[config.mk]
export PLATFORM = sky130hd
export DESIGN_NAME = tsas_top
export DESIGN_NICKNAME = d
export VERILOG_FILES = /design/src/design/tsas_pkg.sv /design/src/design/tsas_result_mem.sv /design/src/design/tsas_top.sv
export VERILOG_INCLUDE_DIRS = /design/src /design/src/design
export SDC_FILE = /design/constraint.sdc
export NUM_CORES = 1
export LEC_CHECK = 0
export BUFFER_PORTS_ARGS = -buffer_cell sky130_fd_sc_hd__buf_4
export CORE_MARGIN = 3
export CORE_UTILIZATION = 62
export CTS_BUF_LIST = sky130_fd_sc_hd__clkbuf_4 sky130_fd_sc_hd__clkbuf_8
export DETAILED_ROUTE_END_ITERATION = 16
export GPL_TIMING_DRIVEN = 0
export PLACE_DENSITY_LB_ADDON = 0.1
export SLEW_MARGIN = 20
export SYNTH_ARGS = -nofsm -noshare
export SYNTH_HDL_FRONTEND = slang
export SYNTH_HIERARCHICAL = 1
export SYNTH_SLANG_ARGS = --single-unit
[constraint.sdc]
create_clock -name clk -period 6.05 [get_ports clk]
set_input_delay 0.3025 -clock clk [delete_from_list [all_inputs] [get_ports clk]]
set_output_delay 0.3025 -clock clk [all_outputs]
set_load 0.1 [all_outputs]
[src/design/tsas_params.svh]
// Register offsets, field positions, reset values and timing figures of the sequencer
`ifndef TSAS_PARAMS_SVH
`define TSAS_PARAMS_SVH
`define TSAS_ADDR_CTRL 8'h00
`define TSAS_ADDR_SLOT 8'h04
`define TSAS_ADDR_DELAY 8'h08
`define TSAS_ADDR_STATUS 8'h0C
`define TSAS_ADDR_MASK 8'h10
`define TSAS_RESULT_SEL 3'h1
`define TSAS_CTRL_TEN 0
`define TSAS_CTRL_PEN 1
`define TSAS_CTRL_TTRIG 2
`define TSAS_CTRL_OTRIG 3
`define TSAS_CTRL_OCH_LSB 4
`define TSAS_CTRL_OSLOT_LSB 8
`define TSAS_SLOT_LAST_LSB 16
`define TSAS_DLY_FIRST_LSB 0
`define TSAS_DLY_BETWEEN_LSB 4
`define TSAS_DLY_AFTER_LSB 8
`define TSAS_ST_DONE 0
`define TSAS_ST_PEN 1
`define TSAS_ST_ORD 2
`define TSAS_ST_TMO 3
`define TSAS_ST_BUSY 4
`define TSAS_ST_CAL 5
`define TSAS_SLOT_RST 16'h0000
`define TSAS_LAST_RST 3'h0
`define TSAS_DLY_RST 4'h0
`define TSAS_MASK_RST 3'h7
`define TSAS_CH_TEMP 4'h3
`define TSAS_CH_CELL 4'h8
`define TSAS_CH_AUX_LO 4'h9
`define TSAS_CH_AUX_HI 4'hB
`define TSAS_CH_XA 4'hC
`define TSAS_CH_YA 4'hE
`define TSAS_CH_YB 4'hF
`define TSAS_CLK_MHZ 25
`define TSAS_CLK_KHZ 25000
`define TSAS_CONV_CLK_KHZ 1330
`define TSAS_DLY_STEP_US 40
`define TSAS_CONV_MAX_US 10
`define TSAS_TURN_ON_US 31
`endif

[src/design/tsas_pkg.sv]
// Types shared by the touch screen sequencer files
package tsas_pkg;
    typedef enum logic [2:0]
    {
        S_CAL = 3'h0,
        S_IDLE = 3'h1,
        S_WARM = 3'h2,
        S_DLY1 = 3'h3,
        S_CONV = 3'h4,
        S_DLY2 = 3'h5,
        S_DLY3 = 3'h6
    } tsas_state_t;
    typedef enum logic [1:0]
    {
        ACT_DUMMY = 2'h0,
        ACT_XPLATE = 2'h1,
        ACT_YPLATE = 2'h2,
        ACT_CONTACT = 2'h3
    } tsas_action_t;
endpackage : tsas_pkg

[src/design/tsas_result_mem.sv]
// Eight-word result memory with registered read data
module tsas_result_mem
    import tsas_pkg::*;
(
    input wire logic clk,
    input wire logic resetn,
    input wire logic we,
    input wire logic [2:0] waddr,
    input wire logic [9:0] wdata,
    input wire logic [2:0] raddr,
    output logic [9:0] rdata
);
    logic [9:0] mem [8];

    // Write port
    always_ff @(posedge clk)
    begin
        if (we)
        begin
            mem[waddr] <= wdata;
        end
    end

    // Registered read port
    always_ff @(posedge clk or negedge resetn)
    begin
        if (!resetn)
        begin
            rdata <= 10'h000;
        end
        else
        begin
            rdata <= mem[raddr];
        end
    end
endmodule : tsas_result_mem

[src/design/tsas_top.sv]
// Touch screen converter sequencer with APB register file
// Function
// - Channels 0-2 and 4-7 are reserved; they give no measurement.
// - Channel 3 is die temperature, code 680 at 25 C, 0.426 C per step.
// - Channel 8 is coin-cell voltage times two thirds.
// - Coin-cell channel stays convertible below the cell disconnect threshold.
// - Channels 9 to 11 are three external analog inputs.
// - Without touch use, plate pins are channels 12 to 15 in order.
// - Pen sensed with pen bias on sets pen flag and interrupt unless masked.
// - Pen detection works only while touch enable is low.
// - Touch bias supply on for touch conversions, off for others.
// - X reading is a 10-bit coordinate, zero at the X+ edge.
// - Y reading is a 10-bit coordinate, zero at Y-, 1023 at Y+.
// - Contact reading is contact voltage from known current, times two.
// - X measurement drives bias across X pins, reads first Y pin.
// - Y measurement drives bias across Y pins, reads first X pin.
// - Contact: current into first Y, second X grounded, read Y2 minus X1.
// - Touch sequence runs slot 0 through the last-slot field.
// - Slot codes: 00 dummy, 01 X plate, 10 Y plate, 11 contact.
// - Dummy conversion pre-biases references and returns zero.
// - Touch sequence has priority; touch results overwrite ordinary ones.
// - Three 4-bit delays, default zero: first, between, after.
// - Delay code step is 40 us, code 1111 gives 600 us.
// - Conversion ends within 10 us; converter turns on within 31 us.
// - Converter calibrates at power-up and runs on a 1.33 MHz clock.
`include "tsas_params.svh"
module tsas_top
    import tsas_pkg::*;
#(
    parameter int DLY_STEP_CYCLES = `TSAS_DLY_STEP_US * `TSAS_CLK_MHZ
)
(
    input wire logic clk,
    input wire logic resetn,
    input wire logic psel,
    input wire logic penable,
    input wire logic pwrite,
    input wire logic [7:0] paddr,
    input wire logic [31:0] pwdata,
    output logic [31:0] prdata,
    output logic pready,
    output logic pslverr,
    output logic conv_clk_en,
    output logic conv_power,
    output logic conv_cal,
    output logic conv_start,
    output logic [3:0] conv_channel,
    output logic conv_diff_x2,
    input wire logic conv_done,
    input wire logic [9:0] conv_data,
    output logic touch_bias_supply,
    output logic xplate_pin_a_ref,
    output logic xplate_pin_b_gnd,
    output logic yplate_pin_a_ref,
    output logic yplate_pin_b_gnd,
    output logic yplate_pin_a_isrc,
    output logic pen_bias_on,
    input wire logic pen_sense,
    output logic host_irq
);
    localparam int CONV_MAX = `TSAS_CONV_MAX_US * `TSAS_CLK_MHZ;
    localparam int CONV_LIMIT = CONV_MAX + 1; // Timeout exit shows one cycle after the count
    localparam int TURN_ON = `TSAS_TURN_ON_US * `TSAS_CLK_MHZ;
    localparam int DIV = (`TSAS_CLK_KHZ + `TSAS_CONV_CLK_KHZ / 2) / `TSAS_CONV_CLK_KHZ;

    tsas_state_t state_q, state_d;
    logic [15:0] cnt_q;
    logic [2:0] slot_q, slot_d;
    logic mode_touch_q, mode_touch_d;
    logic touch_en_q, pen_en_q;
    logic [3:0] ord_ch_q;
    logic [2:0] ord_slot_q;
    logic [15:0] slots_q;
    logic [2:0] last_q;
    logic [3:0] dly_first_q, dly_between_q, dly_after_q;
    logic done_flag_q, pen_flag_q, ord_flag_q, tmo_flag_q;
    logic [2:0] mask_q;
    logic [31:0] rdata_q;
    logic rd_mem_q;
    logic [4:0] div_q;
    logic mem_we;
    logic [2:0] mem_waddr;
    logic [9:0] mem_wdata, mem_rdata;
    logic done_evt, ord_evt, tmo_evt;
    logic wr_acc, touch_go, ord_go;
    tsas_action_t act;

    // Delay code to clock cycles, 40 us per step
    function automatic logic [15:0] dly_cycles(input logic [3:0] code);
        dly_cycles = 16'(int'(code) * DLY_STEP_CYCLES);
    endfunction : dly_cycles

    // Channels that carry a defined measurement
    function automatic logic ch_valid(input logic [3:0] ch, input logic ten);
        logic ok;
        ok = 1'b0;
        if (ch == `TSAS_CH_TEMP || ch == `TSAS_CH_CELL)
        begin
            ok = 1'b1;
        end
        else if (ch >= `TSAS_CH_AUX_LO && ch <= `TSAS_CH_AUX_HI)
        begin
            ok = 1'b1;
        end
        else if (ch >= `TSAS_CH_XA)
        begin
            ok = !ten;
        end
        ch_valid = ok;
    endfunction : ch_valid

    // Byte address decode of the register file
    function automatic logic reg_hit(input logic [7:0] a);
        reg_hit = (a == `TSAS_ADDR_CTRL) || (a == `TSAS_ADDR_SLOT) ||
            (a == `TSAS_ADDR_DELAY) || (a == `TSAS_ADDR_STATUS) ||
            (a == `TSAS_ADDR_MASK) ||
            (a[7:5] == `TSAS_RESULT_SEL && a[1:0] == 2'h0);
    endfunction : reg_hit

    // APB handshake: zero wait states, error on unmapped address
    assign pready = 1'b1;
    assign pslverr = psel && penable && !reg_hit(paddr);
    assign wr_acc = psel && penable && pwrite;
    assign touch_go = wr_acc && paddr == `TSAS_ADDR_CTRL && pwdata[`TSAS_CTRL_TTRIG];
    assign ord_go = wr_acc && paddr == `TSAS_ADDR_CTRL && pwdata[`TSAS_CTRL_OTRIG];
    assign prdata = rd_mem_q ? {22'h0, mem_rdata} : rdata_q;
    assign act = tsas_action_t'(slots_q[2 * slot_q +: 2]);

    // Control and configuration registers
    always_ff @(posedge clk or negedge resetn)
    begin
        if (!resetn)
        begin
            touch_en_q <= 1'b0;
            pen_en_q <= 1'b0;
            ord_ch_q <= 4'h0;
            ord_slot_q <= 3'h0;
            slots_q <= `TSAS_SLOT_RST;
            last_q <= `TSAS_LAST_RST;
            dly_first_q <= `TSAS_DLY_RST;
            dly_between_q <= `TSAS_DLY_RST;
            dly_after_q <= `TSAS_DLY_RST;
            mask_q <= `TSAS_MASK_RST;
        end
        else if (wr_acc)
        begin
            if (paddr == `TSAS_ADDR_CTRL)
            begin
                touch_en_q <= pwdata[`TSAS_CTRL_TEN];
                pen_en_q <= pwdata[`TSAS_CTRL_PEN];
                ord_ch_q <= pwdata[`TSAS_CTRL_OCH_LSB +: 4];
                ord_slot_q <= pwdata[`TSAS_CTRL_OSLOT_LSB +: 3];
            end
            if (paddr == `TSAS_ADDR_SLOT)
            begin
                slots_q <= pwdata[15:0];
                last_q <= pwdata[`TSAS_SLOT_LAST_LSB +: 3];
            end
            if (paddr == `TSAS_ADDR_DELAY)
            begin
                dly_first_q <= pwdata[`TSAS_DLY_FIRST_LSB +: 4];
                dly_between_q <= pwdata[`TSAS_DLY_BETWEEN_LSB +: 4];
                dly_after_q <= pwdata[`TSAS_DLY_AFTER_LSB +: 4];
            end
            if (paddr == `TSAS_ADDR_MASK)
            begin
                mask_q <= pwdata[2:0];
            end
        end
    end

    // Read data captured in the setup cycle
    always_ff @(posedge clk or negedge resetn)
    begin
        if (!resetn)
        begin
            rdata_q <= 32'h0000_0000;
            rd_mem_q <= 1'b0;
        end
        else if (psel && !penable)
        begin
            rd_mem_q <= paddr[7:5] == `TSAS_RESULT_SEL && paddr[1:0] == 2'h0;
            rdata_q <= 32'h0000_0000;
            unique case (paddr)
                `TSAS_ADDR_CTRL: rdata_q <= {21'h0, ord_slot_q, ord_ch_q, 2'h0,
                    pen_en_q, touch_en_q};
                `TSAS_ADDR_SLOT: rdata_q <= {13'h0, last_q, slots_q};
                `TSAS_ADDR_DELAY: rdata_q <= {20'h0, dly_after_q, dly_between_q,
                    dly_first_q};
                `TSAS_ADDR_STATUS: rdata_q <= {26'h0, state_q != S_CAL,
                    state_q != S_IDLE && state_q != S_CAL, tmo_flag_q, ord_flag_q,
                    pen_flag_q, done_flag_q};
                `TSAS_ADDR_MASK: rdata_q <= {29'h0, mask_q};
                default: rdata_q <= 32'h0000_0000;
            endcase
        end
    end

    // Sequencer next state
    always_comb
    begin
        state_d = state_q;
        slot_d = slot_q;
        mode_touch_d = mode_touch_q;
        mem_we = 1'b0;
        mem_waddr = slot_q;
        mem_wdata = 10'h000;
        done_evt = 1'b0;
        ord_evt = 1'b0;
        tmo_evt = 1'b0;
        unique case (state_q)
            S_CAL:
                if (cnt_q >= 16'(TURN_ON))
                begin
                    state_d = S_IDLE;
                end
            S_IDLE:
                if (touch_go && touch_en_q)
                begin
                    state_d = S_WARM;
                    slot_d = 3'h0;
                    mode_touch_d = 1'b1;
                end
                else if (ord_go && !ch_valid(pwdata[`TSAS_CTRL_OCH_LSB +: 4], touch_en_q))
                begin
                    mem_we = 1'b1;
                    mem_waddr = pwdata[`TSAS_CTRL_OSLOT_LSB +: 3];
                    ord_evt = 1'b1;
                end
                else if (ord_go)
                begin
                    state_d = S_WARM;
                    mode_touch_d = 1'b0;
                end
            S_WARM:
                if (cnt_q >= 16'(TURN_ON))
                begin
                    state_d = mode_touch_q ? S_DLY1 : S_CONV;
                end
            S_DLY1:
                if (cnt_q >= dly_cycles(dly_first_q))
                begin
                    state_d = S_CONV;
                end
            S_CONV:
                if (conv_done || cnt_q >= 16'(CONV_MAX))
                begin
                    mem_we = 1'b1;
                    tmo_evt = !conv_done;
                    if (mode_touch_q)
                    begin
                        // Touch data overwrite whatever slot they land in
                        mem_waddr = slot_q;
                        if (conv_done && act != ACT_DUMMY)
                        begin
                            mem_wdata = conv_data;
                        end
                        if (slot_q == last_q)
                        begin
                            state_d = S_DLY3;
                        end
                        else
                        begin
                            slot_d = slot_q + 3'h1;
                            state_d = S_DLY2;
                        end
                    end
                    else
                    begin
                        mem_waddr = ord_slot_q;
                        mem_wdata = conv_done ? conv_data : 10'h000;
                        ord_evt = 1'b1;
                        state_d = S_IDLE;
                    end
                end
            S_DLY2:
                if (cnt_q >= dly_cycles(dly_between_q))
                begin
                    state_d = S_CONV;
                end
            S_DLY3:
                if (cnt_q >= dly_cycles(dly_after_q))
                begin
                    done_evt = 1'b1;
                    state_d = S_IDLE;
                end
            default: state_d = S_IDLE;
        endcase
    end

    // Sequencer state and step counter
    always_ff @(posedge clk or negedge resetn)
    begin
        if (!resetn)
        begin
            state_q <= S_CAL;
            slot_q <= 3'h0;
            mode_touch_q <= 1'b0;
            cnt_q <= 16'h0000;
        end
        else
        begin
            state_q <= state_d;
            slot_q <= slot_d;
            mode_touch_q <= mode_touch_d;
            if (state_d != state_q)
            begin
                cnt_q <= 16'h0000;
            end
            else if (cnt_q != 16'hFFFF)
            begin
                cnt_q <= cnt_q + 16'h0001;
            end
        end
    end

    // Converter control and plate switches, aligned with the state
    always_ff @(posedge clk or negedge resetn)
    begin
        if (!resetn)
        begin
            conv_power <= 1'b0;
            conv_cal <= 1'b0;
            conv_start <= 1'b0;
            conv_channel <= 4'h0;
            conv_diff_x2 <= 1'b0;
            touch_bias_supply <= 1'b0;
            xplate_pin_a_ref <= 1'b0;
            xplate_pin_b_gnd <= 1'b0;
            yplate_pin_a_ref <= 1'b0;
            yplate_pin_b_gnd <= 1'b0;
            yplate_pin_a_isrc <= 1'b0;
        end
        else
        begin
            conv_power <= state_d != S_IDLE;
            conv_cal <= state_d == S_CAL;
            conv_start <= state_d == S_CONV && state_q != S_CONV;
            touch_bias_supply <= mode_touch_d && state_d != S_IDLE && state_d != S_CAL;
            xplate_pin_a_ref <= 1'b0;
            xplate_pin_b_gnd <= 1'b0;
            yplate_pin_a_ref <= 1'b0;
            yplate_pin_b_gnd <= 1'b0;
            yplate_pin_a_isrc <= 1'b0;
            conv_diff_x2 <= 1'b0;
            conv_channel <= ord_ch_q;
            if (mode_touch_d && (state_d == S_DLY1 || state_d == S_CONV || state_d == S_DLY2))
            begin
                conv_channel <= `TSAS_CH_YA;
                unique case (tsas_action_t'(slots_q[2 * slot_d +: 2]))
                    ACT_XPLATE:
                    begin
                        xplate_pin_a_ref <= 1'b1;
                        xplate_pin_b_gnd <= 1'b1;
                    end
                    ACT_YPLATE:
                    begin
                        yplate_pin_a_ref <= 1'b1;
                        yplate_pin_b_gnd <= 1'b1;
                        conv_channel <= `TSAS_CH_XA;
                    end
                    ACT_CONTACT:
                    begin
                        yplate_pin_a_isrc <= 1'b1;
                        xplate_pin_b_gnd <= 1'b1;
                        conv_channel <= `TSAS_CH_YB;
                        conv_diff_x2 <= 1'b1;
                    end
                    ACT_DUMMY: conv_channel <= `TSAS_CH_YA;
                endcase
            end
        end
    end

    // Sticky status flags; a set beats a same-cycle clear
    always_ff @(posedge clk or negedge resetn)
    begin
        if (!resetn)
        begin
            done_flag_q <= 1'b0;
            pen_flag_q <= 1'b0;
            ord_flag_q <= 1'b0;
            tmo_flag_q <= 1'b0;
        end
        else
        begin
            if (wr_acc && paddr == `TSAS_ADDR_STATUS)
            begin
                done_flag_q <= done_flag_q && !pwdata[`TSAS_ST_DONE];
                pen_flag_q <= pen_flag_q && !pwdata[`TSAS_ST_PEN];
                ord_flag_q <= ord_flag_q && !pwdata[`TSAS_ST_ORD];
                tmo_flag_q <= tmo_flag_q && !pwdata[`TSAS_ST_TMO];
            end
            if (done_evt)
            begin
                done_flag_q <= 1'b1;
            end
            if (pen_bias_on && pen_sense)
            begin
                pen_flag_q <= 1'b1;
            end
            if (ord_evt)
            begin
                ord_flag_q <= 1'b1;
            end
            if (tmo_evt)
            begin
                tmo_flag_q <= 1'b1;
            end
        end
    end

    // Pen bias, interrupt line and converter clock enable
    always_ff @(posedge clk or negedge resetn)
    begin
        if (!resetn)
        begin
            pen_bias_on <= 1'b0;
            host_irq <= 1'b0;
            div_q <= 5'h00;
            conv_clk_en <= 1'b0;
        end
        else
        begin
            pen_bias_on <= pen_en_q && !touch_en_q;
            host_irq <= |({ord_flag_q, pen_flag_q, done_flag_q} & ~mask_q);
            conv_clk_en <= div_q == 5'(DIV - 1);
            div_q <= (div_q == 5'(DIV - 1)) ? 5'h00 : div_q + 5'h01;
        end
    end

    tsas_result_mem u_mem (
        .clk(clk),
        .resetn(resetn),
        .we(mem_we),
        .waddr(mem_waddr),
        .wdata(mem_wdata),
        .raddr(paddr[4:2]),
        .rdata(mem_rdata)
    );
endmodule : tsas_top

## Word-level counts from Yosys, hierarchy flattened

Memory sizes are Yosys's and may differ from the RTL's. A register that Yosys moved wholly into a read port is not among the register bits.
Index checks and enable logic that the tools add are counted.
W data, S select, Z words.

| word-level totals | value |
|---|---|
| bits in writable memories | 80 |
| memories kept | 1 |
| logic and storage cells | 212 |
| flip-flop bits (word level) | 123 |

Memory list:

| memory | depth | bits a word | read ports | clocked after memory_dff | write ports | line | text |
|---|---|---|---|---|---|---|---|
| u_mem.mem | 8 | 10 | 1 | 1 | 1 | tsas_result_mem.sv:13 | `logic [9:0] mem [8];` |

| cells by class | value |
|---|---|
| multiply operators | 3 |
| reduce and logical (&&, ||, !) cells | 61 |
| $lt $le $gt $ge | 8 |
| bitwise logic cells | 2 |
| mux-type cells | 73 |
| $add $sub $neg | 3 |
| shift-type cells | 2 |
| eq/ne operators | 26 |

Operators by type and width:

| operator | count |
|---|---|
| $pmux W19 S5 | 1 |
| $mux W3 | 19 |
| $mux W10 | 5 |
| $ge A16 B14 Y1 | 3 |
| $mux W1 | 36 |
| $mul A4 B7 Y11 const B | 3 |
| $mux W16 | 2 |
| $mux W32 | 1 |
| $shiftx A16 B5 Y2 | 2 |
| $logic_and A1 B1 Y1 | 24 |
| $pmux W3 S7 | 1 |
| $add A16 B1 Y16 const B | 1 |
| $eq A8 B4 Y1 const B | 2 |
| $ge A16 B10 Y1 const B | 1 |
| $ge A16 B8 Y1 const B | 1 |
| $ne A16 B16 Y1 const B | 1 |
| $eq A3 B3 Y1 const B | 5 |
| $pmux W3 S2 | 2 |
| $reduce_bool A2 Y1 | 6 |
| $logic_not A1 Y1 | 10 |
| $eq A3 B2 Y1 const B | 3 |
| $logic_or A1 B1 Y1 | 9 |
| $eq A8 B3 Y1 const B | 1 |
| $eq A8 B5 Y1 const B | 1 |
| other kinds (28) | 38 |

## Logic depth before layout (Yosys ltp)

| logic depth | value |
|---|---|
| depth after elaboration | 17 |
| depth in mapped cells | 24 |
| depth with buffers taken out | 24 |

## Hierarchy

The synthesis kept the hierarchy.

Modules (own cells, without submodules):

| module | seq. area each (µm²) | area each (µm²) | cells each | times used |
|---|---|---|---|---|
| tsas_top | 2756.4 | 8044.0 | 826 | 1 |
| tsas_result_mem | 2652.5 | 3383.2 | 138 | 1 |

## Worst setup path after synthesis

OpenSTA, ideal clock, no wires.

| path | value |
|---|---|
| kind | reg2reg |
| start | reg dly_first_q[1] |
| end | reg xplate_pin_a_ref |
| data arrival time | 4.720 ns |
| clock period less this slack | 4.786 ns |
| cell stages (with the launch flop) | 23 |
| required time | 5.983 ns |
| setup slack | 1.264 ns |
| cells stage by stage | dfrtp_1 -> fa_1 -> inv_1 -> fa_1 -> inv_1 -> ha_1 -> a21oi_1 -> o21bai_1 -> a21oi_1 -> o21ai_0 -> a21oi_1 -> xor2_1 -> ha_1 -> and4_1 -> nand2_1 -> a211oi_1 -> o2bb2ai_1 -> a31oi_1 -> nor2b_4 -> a22oi_4 -> or3_4 -> inv_2 -> and2_1 |

| between the ends | value |
|---|---|
| word-level cells in the longest chain between the ends | 9 |

RTL lines:

| element | line | text |
|---|---|---|
| start: declaration | tsas_top.sv:75 | `logic [3:0] dly_first_q, dly_between_q, dly_after_q;` |
| start signal: assignment | tsas_top.sv:140 | `` dly_first_q <= `TSAS_DLY_RST; `` |
| start signal: assignment | tsas_top.sv:161 | `` dly_first_q <= pwdata[`TSAS_DLY_FIRST_LSB +: 4]; `` |
| $mul A4 B7 Y11 (*) | tsas_top.sv:90 | `dly_cycles = 16'(int'(code) * DLY_STEP_CYCLES);` |
| $ge A16 B14 Y1 (*) | tsas_top.sv:241 | `if (cnt_q >= dly_cycles(dly_first_q))` |
| $mux W3 (*) | tsas_top.sv:241 |  |
| $pmux W3 S7 (*) | tsas_top.sv:211 | `unique case (state_q)` |
| $eq A3 B2 Y1 or $eq A3 B3 Y1 (tied branches) | tsas_top.sv:347 | `if (mode_touch_d && (state_d == S_DLY1 \|\| state_d == S_CONV \|\| state_d == S_DLY2))` |
| $logic_or A1 B1 Y1 | tsas_top.sv:347 |  |
| $logic_or A1 B1 Y1 (*) | tsas_top.sv:347 |  |
| $logic_and A1 B1 Y1 (*) | tsas_top.sv:347 |  |
| $mux W1 (*) | tsas_top.sv:347 |  |
| end signal: assignment | tsas_top.sv:328 | `xplate_pin_a_ref <= 1'b0;` |
| end signal: assignment | tsas_top.sv:340 | `xplate_pin_a_ref <= 1'b0;` |
| end signal: assignment | tsas_top.sv:353 | `xplate_pin_a_ref <= 1'b1;` |
| end: declaration | tsas_top.sv:52 | `output logic xplate_pin_a_ref,` |

Mark *: on every way between the ends. The rest lies on a longest branch, timed or not.
A chain may end at the register's enable or synchronous reset.

## Worst setup path after layout

Same ends and word-level chain as after synthesis.

==> run_results.csv <==
group,metric,value,unit
run_status,status,"finished, final reports clean",
logic_synthesis,yosys.area_share.simple,12.67,%
clock_network,cts.reportedPaths.clkPinSlew,0.11,ns
die,pin_count,108,
clock_network,hold_buffers,1,
cells_and_area,num-fill-cells,1282,
clock_network,cts_tree,"built",
clock_network,cts_resized,0,
die,initial_core_util,63.40,%
place,post-place-ws,0.6222,ns
cells_and_area,synthToLayoutAreaGrowth,12.29,%
clock_network,h-tree-depth,4,
setup_path,crit_path_max_incr_delay,0.67,ns
grt,grt_first_pass_wirelength,41370,um
pwr,peakVddDrop,0.0001733,V
die,fp-row-count,49,
setup_path,start_kind,"flop",
setup_path,worst-path-buf-inv,3,
cells_and_area,final_cell_mix,"dfrtp_1, buf_4, nand2_1",
timing,post-route-min-period,5.481,ns
run,cap_violations,0,
timing,min_period_over_period,90.60,%
cells_and_area,final_cells,1320,
route,first_iter_violations,556,
timing,final.setup.worst_slack,0.5685,ns
die,die_h,141.8,um
pwr,p_total,2885,uW
setup_path,path_cells,"fa_1 > inv_1 > fa_1 > inv_1 > ha_1 > a21oi_1 > o21bai_1 > a21oi_1 > o21ai_0 > a21oi_1 > xor2_1 > ha_1 > and4_1 > nand2_1 > a211oi_1 > o2bb2ai_1 > o22a_1 > a21oi_1 > a22oi_4 > or3_4 > inv_2 > and2_1",
timing,tightest_slew,1.151,ns
logic_synthesis,synth_top_family_by_area,"simple AND/OR/NAND/NOR gates",
cells_and_area,multi_input_area,5579,um2
clock_network,post_cts_buffers,0,
place,post-place-cells,1287,
logic_synthesis,synthXorXnorAreaFrac,2.683,%
cells_and_area,n_antenna_cell,0,
route,drc_errors,0,
die,die_x,141.8,um
pwr,pwr_density_cell,224.8,nW/um2
timing,setup_viol,0,
clock_network,clockBufferDepth,2,
cells_and_area,regArea,5409,um2
setup_path,path_common_cell,"a21oi_1",
cells_and_area,drive_above_1_share,22.18,%
grt,grt_pass1_vias,7685,
place,routabilityCongestion,0.8833,
logic_synthesis,syn_area_per_cell,11.85,um2
logic_synthesis,ys_async_sr_fraction,60.00,%
timing,rsz0062_at_grt,"no",
setup_path,slowest_stage,"fa_1",
clock_network,cts_made_buffers,17,
place,io_buffer_count,79,
route,routed_wl,25850,um
cells_and_area,nets,1236,
logic_synthesis,synth-edff-count,80,
die,core-area,18020,um2
setup_path,critical_path.endpoint_type,"flop",
logic_synthesis,synth.area.mux_share,11.38,%
grt,antenna_found_initial,0,
logic_synthesis,netlist_area,11430,um2
grt,grt_max_degree,80,
timing,fmax,0.1824,GHz
route,vias,7811,
timing,tns,0,ns
worst_hold_path,hp-class,"in2reg",
logic_synthesis,synth-seq-cells,200,
grt,overflow,0,
timing,slew_violations,0,
setup_path,path_class,"reg2reg",
logic_synthesis,synth_compound_area_share,9.022,%
place,dp_hpwl,18850,um
timing,finalClockSkew,0.01826,ns
pwr,p_leak,0.005505,uW
route,viasPerCell,5.917,
cells_and_area,layout_commonest_cell,"dfrtp_1",
setup_path,worstPathArrival,5.90,ns
logic_synthesis,ys_warn_count,6,
setup_path,critical_path_required,6.47,ns
die,die_area,20100,um2
timing,relSlewSlack,22.98,%
logic_synthesis,synthCells,964,
route,wl_per_cell,19.59,um
route,drtPass1Iterations,5,
cells_and_area,final_util,71.19,%
grt,grt_usage,26.64,%
setup_path,critPathTopFamily,"compound AO/OA/AOI/OAI gates",
logic_synthesis,yosysSeqAreaShare,47.33,%
clock_network,clock_latency,0.48,ns
route,detail-route-antenna-nets,0,
setup_path,crit_fanout,7,
clock_network,root_buffer,"clkbuf_8",
logic_synthesis,synth_ff_type,"dfrtp_1",
logic_synthesis,synth_adder_area_share,12.44,%
logic_synthesis,synth_cell_types,87,
timing,final_hold_viol_count,0,
clock_network,cts.sinks,200,
synthesized netlist by cell type (all sizes together), types with 8 or more instances:
cell | number | area [um2]
mux2 | 59 | 664.4
nor4 | 8 | 77.57
mux2i | 11 | 110.1
xnor2 | 23 | 201.4
nand3 | 18 | 107.6
clkbuf | 19 | 76.32
dfrtp | 117 | 2928
nand2b | 16 | 100.1
nor2 | 75 | 296.5
mux4 | 20 | 525.5
inv | 66 | 247.7
ha | 80 | 1001
nor3 | 17 | 101.4
nor2b | 19 | 133.9
a21oi | 31 | 158.9
nand2 | 94 | 357.8
buf | 24 | 180.2
o21ai | 49 | 271.5
xor2 | 12 | 105.1
edfxtp | 80 | 2402
fa | 21 | 420.4
a21o | 10 | 75.07
registers in the layout (all words and copies together), names as in the netlist, 3 cells and up:
| register | cells |
|---|---|
| dly_after_q | 4 |
| u_mem/rdata | 10 |
| conv_channel | 4 |
| slot_q | 3 |
| ord_ch_q | 4 |
| last_q | 3 |
| cnt_q | 16 |
| dly_between_q | 4 |
| dly_first_q | 4 |
| ord_slot_q | 3 |
| u_mem/mem | 80 |
| rdata_q | 19 |
| state_q | 3 |
| div_q | 5 |
| mask_q | 3 |
| slots_q | 16 |
metal layers:
| metal | part of all wire, % | vias to the layer above | wire length [um] | global-route usage [%] |
|---|---|---|---|---|
| met5 | 0 | - | 0 | 0 |
| met4 | 2.8 | 0 | 714 | 9.242 |
| met3 | 6.5 | 38 | 1683 | 4.382 |
| met2 | 47 | 269 | 12260 | 43.01 |
| met1 | 43 | 3840 | 11200 | 37.01 |
| li1 | - | 3664 | - | - |
metrics by stage:
stage	area (um2)	hold slack, ns
after floorplan	11470	0.006909
after global routing	12830	0.02227
after CTS	12820	0.01843
final	12830	0.04103
after detailed placement	12410	0.2475
after global placement	12350	0.4555
kinds of logic after synthesis:
| family | count (synthesis) |
|---|---|
| fa+ha+maj | 101 |
| other cells | 2 |
| compound gates | 147 |
| xor+xnor | 35 |
| flops | 200 |
| simple gates | 280 |
| buf+inv | 109 |
| mux | 90 |
path summary, 6_finish.rpt:
kind / from / endpoint / slack, ns / cells past startpoint
max: dly_first_q[1]$_DFFE_PN0P_ / xplate_pin_a_ref$_DFF_PN0_ / 0.57 / 22
min: pen_sense / pen_flag_q$_DFFE_PN0P_ / 0.04 / 2
max reg2reg: dly_first_q[1]$_DFFE_PN0P_ / xplate_pin_a_ref$_DFF_PN0_ / 0.57 / 22
min in group asynchronous: resetn / xplate_pin_a_ref$_DFF_PN0_ / 0.29 / 2
max in group asynchronous: resetn / ord_slot_q[1]$_DFFE_PN0P_ / 5.00 / 3
min reg2reg: rdata_q[17]$_DFFE_PN0P_ / rdata_q[17]$_DFFE_PN0P_ / 0.48 / 2
report_power, final:
| part | switching [uW] | internal (uW) |
|---|---|---|
| Sequential | 45.8 | 1430 |
| Clock | 519 | 350 |
| Combinational | 337 | 201 |
area by class of cell:
cell class                 instances  area share (%)
multi-input combinational        667           43.48
sequential                       200           42.15
timing repair buffer              83           5.090
tap                              229           2.233
buffer                            43           1.999
inverter                          66           1.931
clock buffer                      18           1.882
clock inverter                    14           1.229
No activity file was read; power rests on OpenSTA's default activity.
